<file path="src/slgs_pkg.sv">
// Constants, types and register map of the speed-loop and gate-state block.
// Assumes one clock standing for the internal reference clock.
package slgs_pkg;
   // ---------------------------------------------------------------
   // Register map (APB byte addresses)
   // ---------------------------------------------------------------
   localparam logic [7:0] OFF_CTRL    = 8'h00;
   localparam logic [7:0] OFF_STATUS  = 8'h04;
   localparam logic [7:0] OFF_REFPER  = 8'h08;
   localparam logic [7:0] OFF_TACHPER = 8'h0c;
   localparam int         CTRL_LOCK_BIT = 0;
   localparam int         ST_MODE_LSB   = 0;
   localparam int         ST_SLOCK_BIT  = 5;
   localparam int         ST_FCMD_LSB   = 6;
   localparam int         ST_PCMD_LSB   = 8;
   localparam int         ST_GAIN_LSB   = 10;
   localparam int         ST_PULL_BIT   = 13;
   localparam logic       CTRL_LOCK_RST = 1'b0;
   // ---------------------------------------------------------------
   // Timing and counts
   // ---------------------------------------------------------------
   localparam int         CNT_W        = 16;
   localparam logic [15:0] OVF_COUNT   = 16'h8000;
   localparam logic [5:0] STBY_OFF_CYC = 6'h22;
   localparam logic [1:0] MIN_REF_EDGES = 2'h2;
   localparam logic [1:0] ACC_TACH_EDGES = 2'h2;
   localparam logic [15:0] GAIN_LIM [0:6] = '{16'h411b, 16'h3415,
      16'h2b67, 16'h2534, 16'h1ea3, 16'h1a0b, 16'h115d};
   // Pin synchroniser order: supply, regulator, pump, brake_n, start
   localparam logic [4:0] SYNC_RST = 5'h03;
   // ---------------------------------------------------------------
   // Types
   // ---------------------------------------------------------------
   typedef enum logic [4:0] {
      MD_RUN   = 5'h01,
      MD_BRAKE = 5'h02,
      MD_OVF   = 5'h04,
      MD_STOFF = 5'h08,
      MD_STBY  = 5'h10
   } slgs_mode_e;
   typedef enum logic [1:0] {
      CMD_IDLE  = 2'h0,
      CMD_ACCEL = 2'h1,
      CMD_SLOW  = 2'h2
   } slgs_cmd_e;
   typedef struct packed {
      logic src;
      logic snk;
   } slgs_gate_s;
   localparam slgs_gate_s GATE_HIGH = '{src: 1'b1, snk: 1'b0};
   localparam slgs_gate_s GATE_LOW  = '{src: 1'b0, snk: 1'b1};
   localparam slgs_gate_s GATE_OFF  = '{src: 1'b0, snk: 1'b0};
endpackage : slgs_pkg

</file>
<file path="src/slgs_period_meter.sv">
// Period meter: synchronises one pin and counts clocks between rises.
// Assumes the pin is asynchronous to pclk.
`timescale 1ns/1ps
`default_nettype none
module slgs_period_meter #(
   parameter int               CNT_W = slgs_pkg::CNT_W,
   parameter logic [CNT_W-1:0] LIMIT = slgs_pkg::OVF_COUNT
) (
   // Clock and reset
   input  wire logic             pclk,
   input  wire logic             presetn,
   // Control and pin
   input  wire logic             clr,
   input  wire logic             pin,
   // Results
   output logic                  rise,
   output logic [CNT_W-1:0]      period,
   output logic                  valid,
   output logic                  sat
);
   typedef struct packed {
      logic             s1;
      logic             s2;
      logic             prev;
      logic             seen;
      logic             valid;
      logic             sat;
      logic [CNT_W-1:0] cnt;
      logic [CNT_W-1:0] period;
   } slgs_pm_s;

   slgs_pm_s r_reg, r_next;

   always_comb begin
      r_next      = r_reg;
      r_next.s1   = pin;
      r_next.s2   = r_reg.s1;
      r_next.prev = r_reg.s2;
      if (clr) begin
         r_next.cnt   = '0;
         r_next.seen  = 1'b0;
         r_next.valid = 1'b0;
         r_next.sat   = 1'b0;
      end else if (r_reg.s2 && !r_reg.prev) begin
         r_next.period = r_reg.cnt;
         r_next.valid  = r_reg.seen;
         r_next.seen   = 1'b1;
         r_next.cnt    = CNT_W'(1);
         r_next.sat    = 1'b0;
      end else if (r_reg.cnt != LIMIT) begin
         r_next.cnt = CNT_W'(r_reg.cnt + CNT_W'(1));
      end else begin
         // Counting stops at LIMIT so the flag stays put
         r_next.sat = 1'b1;
      end
   end

   always_ff @(posedge pclk or negedge presetn) begin
      if (!presetn) begin
         r_reg <= '0;
      end else begin
         r_reg <= r_next;
      end
   end

   assign rise   = r_reg.s2 && !r_reg.prev && !clr;
   assign period = r_reg.period;
   assign valid  = r_reg.valid;
   assign sat    = r_reg.sat;
endmodule : slgs_period_meter
`default_nettype wire

</file>
<file path="src/slgs_speed_gate.sv">
// Speed-loop and gate-state logic with an APB register slave.
// Assumes pclk stands for the internal reference clock and that the
// PWM pattern arrives from logic on the same clock.
//
// Design decisions made here: the placing of the registers and the APB interface to the registers.
`timescale 1ns/1ps
`default_nettype none
module slgs_speed_gate #(
   parameter int N_PH = 3
) (
   // Clock and reset
   input  wire logic                          pclk,
   input  wire logic                          presetn,
   // APB slave
   input  wire logic [7:0]                    paddr,
   input  wire logic                          psel,
   input  wire logic                          penable,
   input  wire logic                          pwrite,
   input  wire logic [31:0]                   pwdata,
   output logic [31:0]                        prdata,
   output logic                               pready,
   output logic                               pslverr,
   // Pins, asynchronous
   input  wire logic                          start_pin,
   input  wire logic                          brake_n_pin,
   input  wire logic                          fref_pin,
   input  wire logic                          tach_feedback,
   input  wire logic                          pump_rail_uv,
   input  wire logic                          reg_rail_uv,
   input  wire logic                          supply_uv,
   // PWM pattern, same clock
   input  wire logic [N_PH-1:0]               pwm_upper,
   input  wire logic [N_PH-1:0]               pwm_lower,
   // Gate drive
   output slgs_pkg::slgs_gate_s [N_PH-1:0]    gate_upper,
   output slgs_pkg::slgs_gate_s [N_PH-1:0]    gate_lower,
   // Error commands and status
   output slgs_pkg::slgs_cmd_e                freq_cmd,
   output logic [2:0]                         freq_gain,
   output slgs_pkg::slgs_cmd_e                phase_cmd,
   output logic                               err_pulldown,
   output logic                               ref_clk_stop,
   output logic                               ovf_flag
);
   typedef struct packed {
      logic [4:0]                          s1;
      logic [4:0]                          s2;
      slgs_pkg::slgs_mode_e                mode;
      logic [5:0]                          tmr;
      logic [1:0]                          ref_left;
      logic [1:0]                          tach_left;
      slgs_pkg::slgs_cmd_e                 ph;
      logic                                lock_ctl;
      logic [31:0]                         rdata;
      logic                                slverr;
      slgs_pkg::slgs_gate_s [N_PH-1:0]     up;
      slgs_pkg::slgs_gate_s [N_PH-1:0]     lo;
      slgs_pkg::slgs_cmd_e                 fcmd;
      slgs_pkg::slgs_cmd_e                 pcmd;
      logic [2:0]                          gain;
      logic                                pull;
   } slgs_st_s;

   slgs_st_s r_reg, r_next;

   logic                       meter_clr;
   logic                       ref_rise, tach_rise;
   logic                       ref_valid, tach_valid;
   logic                       ref_sat;
   logic [slgs_pkg::CNT_W-1:0] ref_per, tach_per;
   logic                       start_lvl, brake_lvl;
   logic                       pump_uv, any_uv, speed_lock;

   // ---------------------------------------------------------------
   // Helpers
   // ---------------------------------------------------------------
   function automatic logic [2:0] gain_step(input logic [15:0] per);
      logic [2:0] g;
      g = 3'h0;
      for (int k = 0; k < 7; k++) begin
         if (per < slgs_pkg::GAIN_LIM[k]) begin
            g = 3'(k + 1);
         end
      end
      return g;
   endfunction : gain_step

   function automatic logic mapped(input logic [7:0] a);
      return a == slgs_pkg::OFF_CTRL || a == slgs_pkg::OFF_STATUS ||
             a == slgs_pkg::OFF_REFPER || a == slgs_pkg::OFF_TACHPER;
   endfunction : mapped

   // ---------------------------------------------------------------
   // Period meters
   // ---------------------------------------------------------------
   // Clock is stopped in standby, so nothing is counted outside run
   assign meter_clr = r_reg.mode != slgs_pkg::MD_RUN;

   slgs_period_meter u_ref (
      .pclk    (pclk),
      .presetn (presetn),
      .clr     (meter_clr),
      .pin     (fref_pin),
      .rise    (ref_rise),
      .period  (ref_per),
      .valid   (ref_valid),
      .sat     (ref_sat)
   );

   slgs_period_meter u_tach (
      .pclk    (pclk),
      .presetn (presetn),
      .clr     (meter_clr),
      .pin     (tach_feedback),
      .rise    (tach_rise),
      .period  (tach_per),
      .valid   (tach_valid),
      .sat     ()
   );

   assign start_lvl = r_reg.s2[0];
   assign brake_lvl = !r_reg.s2[1];
   assign pump_uv   = r_reg.s2[2];
   assign any_uv    = pump_uv || r_reg.s2[3] || r_reg.s2[4];
   // Locked inside one sixteenth of the reference period
   assign speed_lock = ref_valid && tach_valid &&
      ((tach_per > ref_per) ? (tach_per - ref_per) : (ref_per - tach_per))
      <= (ref_per >> 4);

   // ---------------------------------------------------------------
   // Next state
   // ---------------------------------------------------------------
   always_comb begin
      logic [31:0] st_word;
      logic        settled;
      st_word = '0;
      settled = 1'b0;
      r_next  = r_reg;
      r_next.s1 = {supply_uv, reg_rail_uv, pump_rail_uv, brake_n_pin,
                   start_pin};
      r_next.s2 = r_reg.s1;

      if (start_lvl && r_reg.mode != slgs_pkg::MD_STBY &&
          r_reg.mode != slgs_pkg::MD_STOFF) begin
         r_next.mode = slgs_pkg::MD_STOFF;
         r_next.tmr  = '0;
      end else begin
         unique case (r_reg.mode)
            slgs_pkg::MD_STBY: begin
               if (!start_lvl) begin
                  r_next.mode      = slgs_pkg::MD_RUN;
                  r_next.ref_left  = slgs_pkg::MIN_REF_EDGES;
                  r_next.tach_left = slgs_pkg::ACC_TACH_EDGES;
               end
            end
            slgs_pkg::MD_STOFF: begin
               if (r_reg.tmr == slgs_pkg::STBY_OFF_CYC - 6'h1) begin
                  r_next.mode = slgs_pkg::MD_STBY;
               end else begin
                  r_next.tmr = 6'(r_reg.tmr + 6'h1);
               end
            end
            slgs_pkg::MD_RUN: begin
               if (brake_lvl) begin
                  r_next.mode = slgs_pkg::MD_BRAKE;
               end else if (ref_sat) begin
                  r_next.mode = slgs_pkg::MD_OVF;
               end
            end
            slgs_pkg::MD_BRAKE: begin
               if (!brake_lvl) begin
                  r_next.mode     = slgs_pkg::MD_RUN;
                  r_next.ref_left = slgs_pkg::MIN_REF_EDGES;
               end
            end
            slgs_pkg::MD_OVF: begin
               if (brake_lvl) begin
                  r_next.mode = slgs_pkg::MD_BRAKE;
               end
            end
         endcase
      end

      if (r_reg.mode == slgs_pkg::MD_RUN) begin
         if (ref_rise && r_reg.ref_left != 2'h0) begin
            r_next.ref_left = 2'(r_reg.ref_left - 2'h1);
         end
         if (tach_rise && r_reg.tach_left != 2'h0) begin
            r_next.tach_left = 2'(r_reg.tach_left - 2'h1);
         end
      end
      settled = r_reg.ref_left == 2'h0 && r_reg.tach_left == 2'h0;

      if (r_reg.mode != slgs_pkg::MD_RUN || !settled) begin
         r_next.ph = slgs_pkg::CMD_IDLE;
      end else if (ref_rise && tach_rise) begin
         r_next.ph = slgs_pkg::CMD_IDLE;
      end else if (ref_rise) begin
         r_next.ph = (r_reg.ph == slgs_pkg::CMD_SLOW) ?
                     slgs_pkg::CMD_IDLE : slgs_pkg::CMD_ACCEL;
      end else if (tach_rise) begin
         r_next.ph = (r_reg.ph == slgs_pkg::CMD_ACCEL) ?
                     slgs_pkg::CMD_IDLE : slgs_pkg::CMD_SLOW;
      end

      r_next.gain = 3'h0;
      r_next.pcmd = slgs_pkg::CMD_IDLE;
      if (r_reg.mode != slgs_pkg::MD_RUN) begin
         r_next.fcmd = slgs_pkg::CMD_IDLE;
      end else if (r_reg.ref_left != 2'h0) begin
         r_next.fcmd = slgs_pkg::CMD_ACCEL;
      end else begin
         r_next.gain = gain_step(ref_per);
         if (r_reg.tach_left != 2'h0 || !tach_valid ||
             tach_per > ref_per) begin
            r_next.fcmd = slgs_pkg::CMD_ACCEL;
         end else if (tach_per < ref_per) begin
            r_next.fcmd = slgs_pkg::CMD_SLOW;
         end else begin
            r_next.fcmd = slgs_pkg::CMD_IDLE;
         end
         if (speed_lock && settled) begin
            r_next.pcmd = r_reg.ph;
         end
      end
      r_next.pull = r_reg.mode == slgs_pkg::MD_STBY ||
                    r_reg.mode == slgs_pkg::MD_STOFF;

      for (int i = 0; i < N_PH; i++) begin
         if (any_uv) begin
            r_next.up[i] = slgs_pkg::GATE_LOW;
            r_next.lo[i] = slgs_pkg::GATE_LOW;
         end else if (r_reg.mode == slgs_pkg::MD_STBY) begin
            r_next.up[i] = slgs_pkg::GATE_OFF;
            r_next.lo[i] = slgs_pkg::GATE_LOW;
         end else if (r_reg.mode == slgs_pkg::MD_RUN && !r_reg.lock_ctl)
         begin
            r_next.up[i] = pwm_upper[i] ? slgs_pkg::GATE_HIGH :
                                          slgs_pkg::GATE_LOW;
            r_next.lo[i] = pwm_lower[i] ? slgs_pkg::GATE_HIGH :
                                          slgs_pkg::GATE_LOW;
         end else if (r_reg.mode == slgs_pkg::MD_BRAKE && !r_reg.lock_ctl)
         begin
            r_next.up[i] = slgs_pkg::GATE_LOW;
            r_next.lo[i] = slgs_pkg::GATE_HIGH;
         end else begin
            r_next.up[i] = slgs_pkg::GATE_LOW;
            r_next.lo[i] = slgs_pkg::GATE_LOW;
         end
      end

      // APB: data latched in setup so it stands through the access
      st_word[slgs_pkg::ST_MODE_LSB +: 5] = r_reg.mode;
      st_word[slgs_pkg::ST_SLOCK_BIT]     = speed_lock;
      st_word[slgs_pkg::ST_FCMD_LSB +: 2] = r_reg.fcmd;
      st_word[slgs_pkg::ST_PCMD_LSB +: 2] = r_reg.pcmd;
      st_word[slgs_pkg::ST_GAIN_LSB +: 3] = r_reg.gain;
      st_word[slgs_pkg::ST_PULL_BIT]      = r_reg.pull;
      if (psel && !penable) begin
         r_next.slverr = !mapped(paddr);
         r_next.rdata  = '0;
         if (!pwrite) begin
            unique case (paddr)
               slgs_pkg::OFF_CTRL:
                  r_next.rdata[slgs_pkg::CTRL_LOCK_BIT] = r_reg.lock_ctl;
               slgs_pkg::OFF_STATUS:  r_next.rdata = st_word;
               slgs_pkg::OFF_REFPER:  r_next.rdata = {16'h0, ref_per};
               slgs_pkg::OFF_TACHPER: r_next.rdata = {16'h0, tach_per};
               default:               r_next.rdata = '0;
            endcase
         end
      end
      if (psel && penable && pwrite && paddr == slgs_pkg::OFF_CTRL) begin
         r_next.lock_ctl = pwdata[slgs_pkg::CTRL_LOCK_BIT];
      end
   end

   always_ff @(posedge pclk or negedge presetn) begin
      if (!presetn) begin
         r_reg          <= '0;
         r_reg.s1       <= slgs_pkg::SYNC_RST;
         r_reg.s2       <= slgs_pkg::SYNC_RST;
         r_reg.mode     <= slgs_pkg::MD_STBY;
         r_reg.lock_ctl <= slgs_pkg::CTRL_LOCK_RST;
         r_reg.up       <= {N_PH{slgs_pkg::GATE_OFF}};
         r_reg.lo       <= {N_PH{slgs_pkg::GATE_LOW}};
         r_reg.pull     <= 1'b1;
      end else begin
         r_reg <= r_next;
      end
   end

   // ---------------------------------------------------------------
   // Outputs
   // ---------------------------------------------------------------
   assign prdata       = r_reg.rdata;
   assign pready       = 1'b1;
   assign pslverr      = r_reg.slverr;
   assign gate_upper   = r_reg.up;
   assign gate_lower   = r_reg.lo;
   assign freq_cmd     = r_reg.fcmd;
   assign freq_gain    = r_reg.gain;
   assign phase_cmd    = r_reg.pcmd;
   assign err_pulldown = r_reg.pull;
   // The low interval still needs clocks, so stop only once it is over
   assign ref_clk_stop = r_reg.mode == slgs_pkg::MD_STBY;
   assign ovf_flag     = r_reg.mode == slgs_pkg::MD_OVF;

   logic clash;
   assign clash = |{gate_upper, gate_lower} &&
      ((({gate_upper, gate_lower} >> 1) & {gate_upper, gate_lower} &
        {N_PH*2{2'h1}}) != '0);
endmodule : slgs_speed_gate
`default_nettype wire
</file>
<file path="config.mk">
export PLATFORM = sky130hd
export DESIGN_NAME = slgs_speed_gate
export DESIGN_NICKNAME = d
export VERILOG_FILES = /design/src/slgs_pkg.sv /design/src/slgs_period_meter.sv /design/src/slgs_speed_gate.sv
export SDC_FILE = /design/constraint.sdc
export NUM_CORES = 1
export LEC_CHECK = 0
export BUFFER_PORTS_ARGS = -buffer_cell sky130_fd_sc_hd__buf_2
export CAP_MARGIN = 25
export CELL_PAD_IN_SITES_DETAIL_PLACEMENT = 1
export CELL_PAD_IN_SITES_GLOBAL_PLACEMENT = 1
export CORE_MARGIN = 8
export CORE_UTILIZATION = 45
export DETAILED_ROUTE_END_ITERATION = 6
export PLACE_DENSITY = 0.9
export SLEW_MARGIN = 5
export SYNTH_ARGS = -nofsm -noshare
export SYNTH_HDL_FRONTEND = slang
export SYNTH_SLANG_ARGS = --single-unit
export TNS_END_PERCENT = 30
</file>
<file path="constraint.sdc">
create_clock -name pclk -period 4.8 [get_ports pclk]
set_input_delay 0.48 -clock pclk [delete_from_list [all_inputs] [get_ports pclk]]
set_output_delay 0.48 -clock pclk [all_outputs]
set_load 0.02 [all_outputs]
</file>
==> summary.txt <==
Status
  • Status: finished clean

Yosys
  • Multiplexer share of the synthesized area: 0.05844
  • Synth Cell Area: 8543 sq um
  • Synth Area in Compound Gates: 0.1475
  • Synth Warn #: 0
  • Largest family of logic cells by synthesized area: simple AND/OR/NAND/NOR gates
  • XOR/XNOR share of the synthesized area: 0.04408
  • Number of flops mapped to enable cells by yosys: 0
  • Post-synth ARST share: 1.000
  • Adder-cell share of the synthesized area: 0.07938
  • Simple-Gate Fraction of Synth Area: 0.1684
  • Mapped Avg Cell Area: 9.206 sq um
  • #FFs+latches synth: 140
  • Post-Synthesis Cells: 928
  • Synth Flop Type: dfrtp_1
  • Sequential-to-total area share from yosys stat: 0.4114
  • Post-synth cell types: 72

Global routing
  • First-pass GRT wire length: 47.75 mm
  • Vias in the first global route: 8284
  • Largest net degree at the start of global routing: 104
  • Initial antenna violation count: 0
  • GR Util All Layers: 0.2564
  • Gr ovfl total: 0

Job
  • Max_cap viols: 0

Cells and area
  • Net count, final: 1094
  • Most common cell after layout, fill and taps aside: dfrtp_1
  • Commonest non-fill, non-tap cells in the layout: 131 x dfrtp_1, 87 x nand2_1, 79 x nor2_1
  • Fill count: 2164
  • N_diodes: 0
  • Layout cells sized above 1: 0.1998
  • Area growth syn-to-layout: 12.65%
  • Max reg flops: 22

Timing
  • Highest achievable clock rate: 0.2134 GHz
  • Period utilisation layout: 0.9762
  • Slew @ Worst Pin: 1057 ps
  • Min Hold Slack: 135.8 ps
  • Max-slew headroom: 0.2940
  • Final Critical Period: 4686 ps
  • Slew Viols, Final: 0
  • Final setup fails: 0
  • Hold Vio Cnt, Final: 0
  • Layout Skew: 10.78 ps
  • Setup ws final: 114.4 ps

Hold path
  • Hold-critical path depth: 1
  • Worst hold-check path type: in2reg

Power
  • P_leak: 0.004339 uW
  • Worst VDD drop: 0.2662 mV
  • Power Dens Cells: 467.4 nW/um^2
  • Pwr Total: 4499 uW

Clock network
  • Worst-path clk slew: 70 ps
  • CTS tree: done
  • CTS H-tree lvls: 4
  • Clock Sinks: 140
  • CTS buffer count: 17
  • Clock Tree Buf Depth: 2
  • CTS root buffer: clkbuf_16
  • Skew-Pair Late Insertion Delay: 440 ps

Die
  • Core area: 18640 sq um
  • FP Rows: 50
  • Die width: 153.8 um
  • Die span in y: 153.8 um
  • Starting Density: 0.4583
  • Die ar.: 23650 sq um
  • Top-level port count: 114

Placement
  • DPL Wire Length: 20.36 mm
  • IO buf count: 65
  • GPL Wtd Cong: 0.9162
  • Dpl ws: 86.04 ps

Worst setup path
  • CP required: 5180 ps
  • Setup slack, reg-to-reg: 110 ps
  • Critical path arrival: 5060 ps
  • Setup Crit Path Kind: reg2reg
  • Critical Path Sink Type: register
  • Reg2reg path depth: 21
  • Max FO, Critical Path: 6
  • Critical Path Start Type: register

Routing
  • Routed vias/inst: 6.263
  • First-pass DRT Iterations: 5
  • Routed Wire Length: 30.71 mm
  • Via count: 7704
  • DRC Markers: 0
  • Routed WL per cell: 24.97 um
  • Antenna Nets Post-Route: 0
  • DRT iter0 DRCs: 644
per-layer routing:
layer	part of all wire	routed length, um	track usage
met2	0.51	15510	0.4451
met5	0	0	0
met4	0.045	1385	0.1269
met3	0.077	2354	0.04793
met1	0.37	11460	0.2996
final timing paths:
path | to | start
setup / recovery | phase_cmd[1]$_DFF_PN0_ | u_tach.period[0]$_DFFE_PN0P_
hold / removal | r_next[71]$_DFF_PN1_ | start_pin
setup reg to reg | phase_cmd[1]$_DFF_PN0_ | u_tach.period[0]$_DFFE_PN0P_
hold reg to reg | u_tach.r_next[35]$_DFF_PN0_ | u_tach.r_next[36]$_DFF_PN0_
max in group asynchronous | u_tach.period[14]$_DFFE_PN0P_ | presetn
min in group asynchronous | r_reg[56]$_DFF_PN0_ | presetn
synth_stat cells (2+ instances only):
library cell	count	share of area
a21oi_1	58	0.034
nand2_1	87	0.038
buf_2	11	0.0064
a22oi_1	13	0.011
o31ai_1	6	0.0053
and4_1	5	0.0051
nand2b_1	6	0.0044
xnor2_1	17	0.017
nor2b_1	11	0.0081
or3_1	8	0.0059
or4_1	2	0.0018
dfstp_2	9	0.028
o21ai_1	2	0.0012
clkbuf_1	20	0.0088
a21boi_0	3	0.0026
o211ai_1	10	0.0088
nor3b_1	2	0.0018
and2_1	5	0.0037
mux2i_1	9	0.011
buf_4	52	0.046
nand3_1	23	0.013
o21a_1	2	0.0018
nand4_1	19	0.014
buf_6	2	0.0026
or2_2	2	0.0015
xor2_1	26	0.027
a221oi_1	2	0.0021
dfrtp_1	131	0.38
nor4_1	11	0.0081
o41ai_1	3	0.0031
fa_1	2	0.0047
o21ai_0	68	0.040
buf_1	2	0.00088
nor3_1	13	0.0076
inv_1	55	0.024
and3_1	11	0.0081
a211oi_1	14	0.012
ha_1	51	0.075
a21o_1	5	0.0044
mux2_2	33	0.043
conb_1	2	0.00088
a31oi_1	7	0.0051
nor2_1	79	0.035
stage by stage:
stage	instances	instance area, sq um	util	setup TNS (ps)
floorplan	943	8600	-	0
global placement	1194	8966	0.4809	0
detailed placement	1194	8966	0.4809	0
CTS	1226	9542	0.5118	0
global route	1230	9624	0.5162	-31.63
finish	1230	9624	0.5162	0
area by class of cell:
type	instances	area [sq um]	share of cell area
flip-flops and latches	140	3515	0.3652
repair buffers	109	684.4	0.07111
multi-input cells	659	4347	0.4516
well taps	234	292.8	0.03042
inverters	56	210.2	0.02184
clock buffers	20	436.7	0.04537
clock inverters	12	138.9	0.01443
report_power, final:
group	internal (uW)	total (uW)	switching [uW]
combinational	705	1800	1090
clock	770	1330	556
sequential	1270	1380	103
total	2750	4500	1750
cells by family (layout without fill, tap and decap cells):
logic type | after synthesis | count (layout)
XOR/XNOR | 43 | 43
buffers and inverters | 144 | 197
multiplexers | 44 | 44
flip-flops | 140 | 140
other | 2 | 17
AO/OA/AOI/OAI | 207 | 207
adder cells (fa/ha/maj) | 53 | 53
AND/OR/NAND/NOR | 295 | 295
critical path, stage by stage, from the launching register on:
cell,delay (ps)
dfrtp_1,430
inv_1,90
ha_1,170
inv_1,70
fa_2,400
a211oi_4,310
o211ai_1,170
nand2_1,160
nand3_1,160
nand2_4,160
mux2_4,330
o31ai_2,250
xor2_1,130
ha_1,320
nand4_1,120
or3_1,330
a21o_1,170
o31ai_2,90
nand3_1,140
nor4_2,160
a21o_1,230
and3_1,200
what timing repair did:
action | 4_1_cts | 5_1_grt
hold buffers | 0 | 1
hold endpoints to repair | 0 | 5
resized for setup | 0 | 7
endpoints found under the setup margin | 0 | 3
setup buffers | 0 | 2
Note: power is estimated with default switching activity, not from simulation.
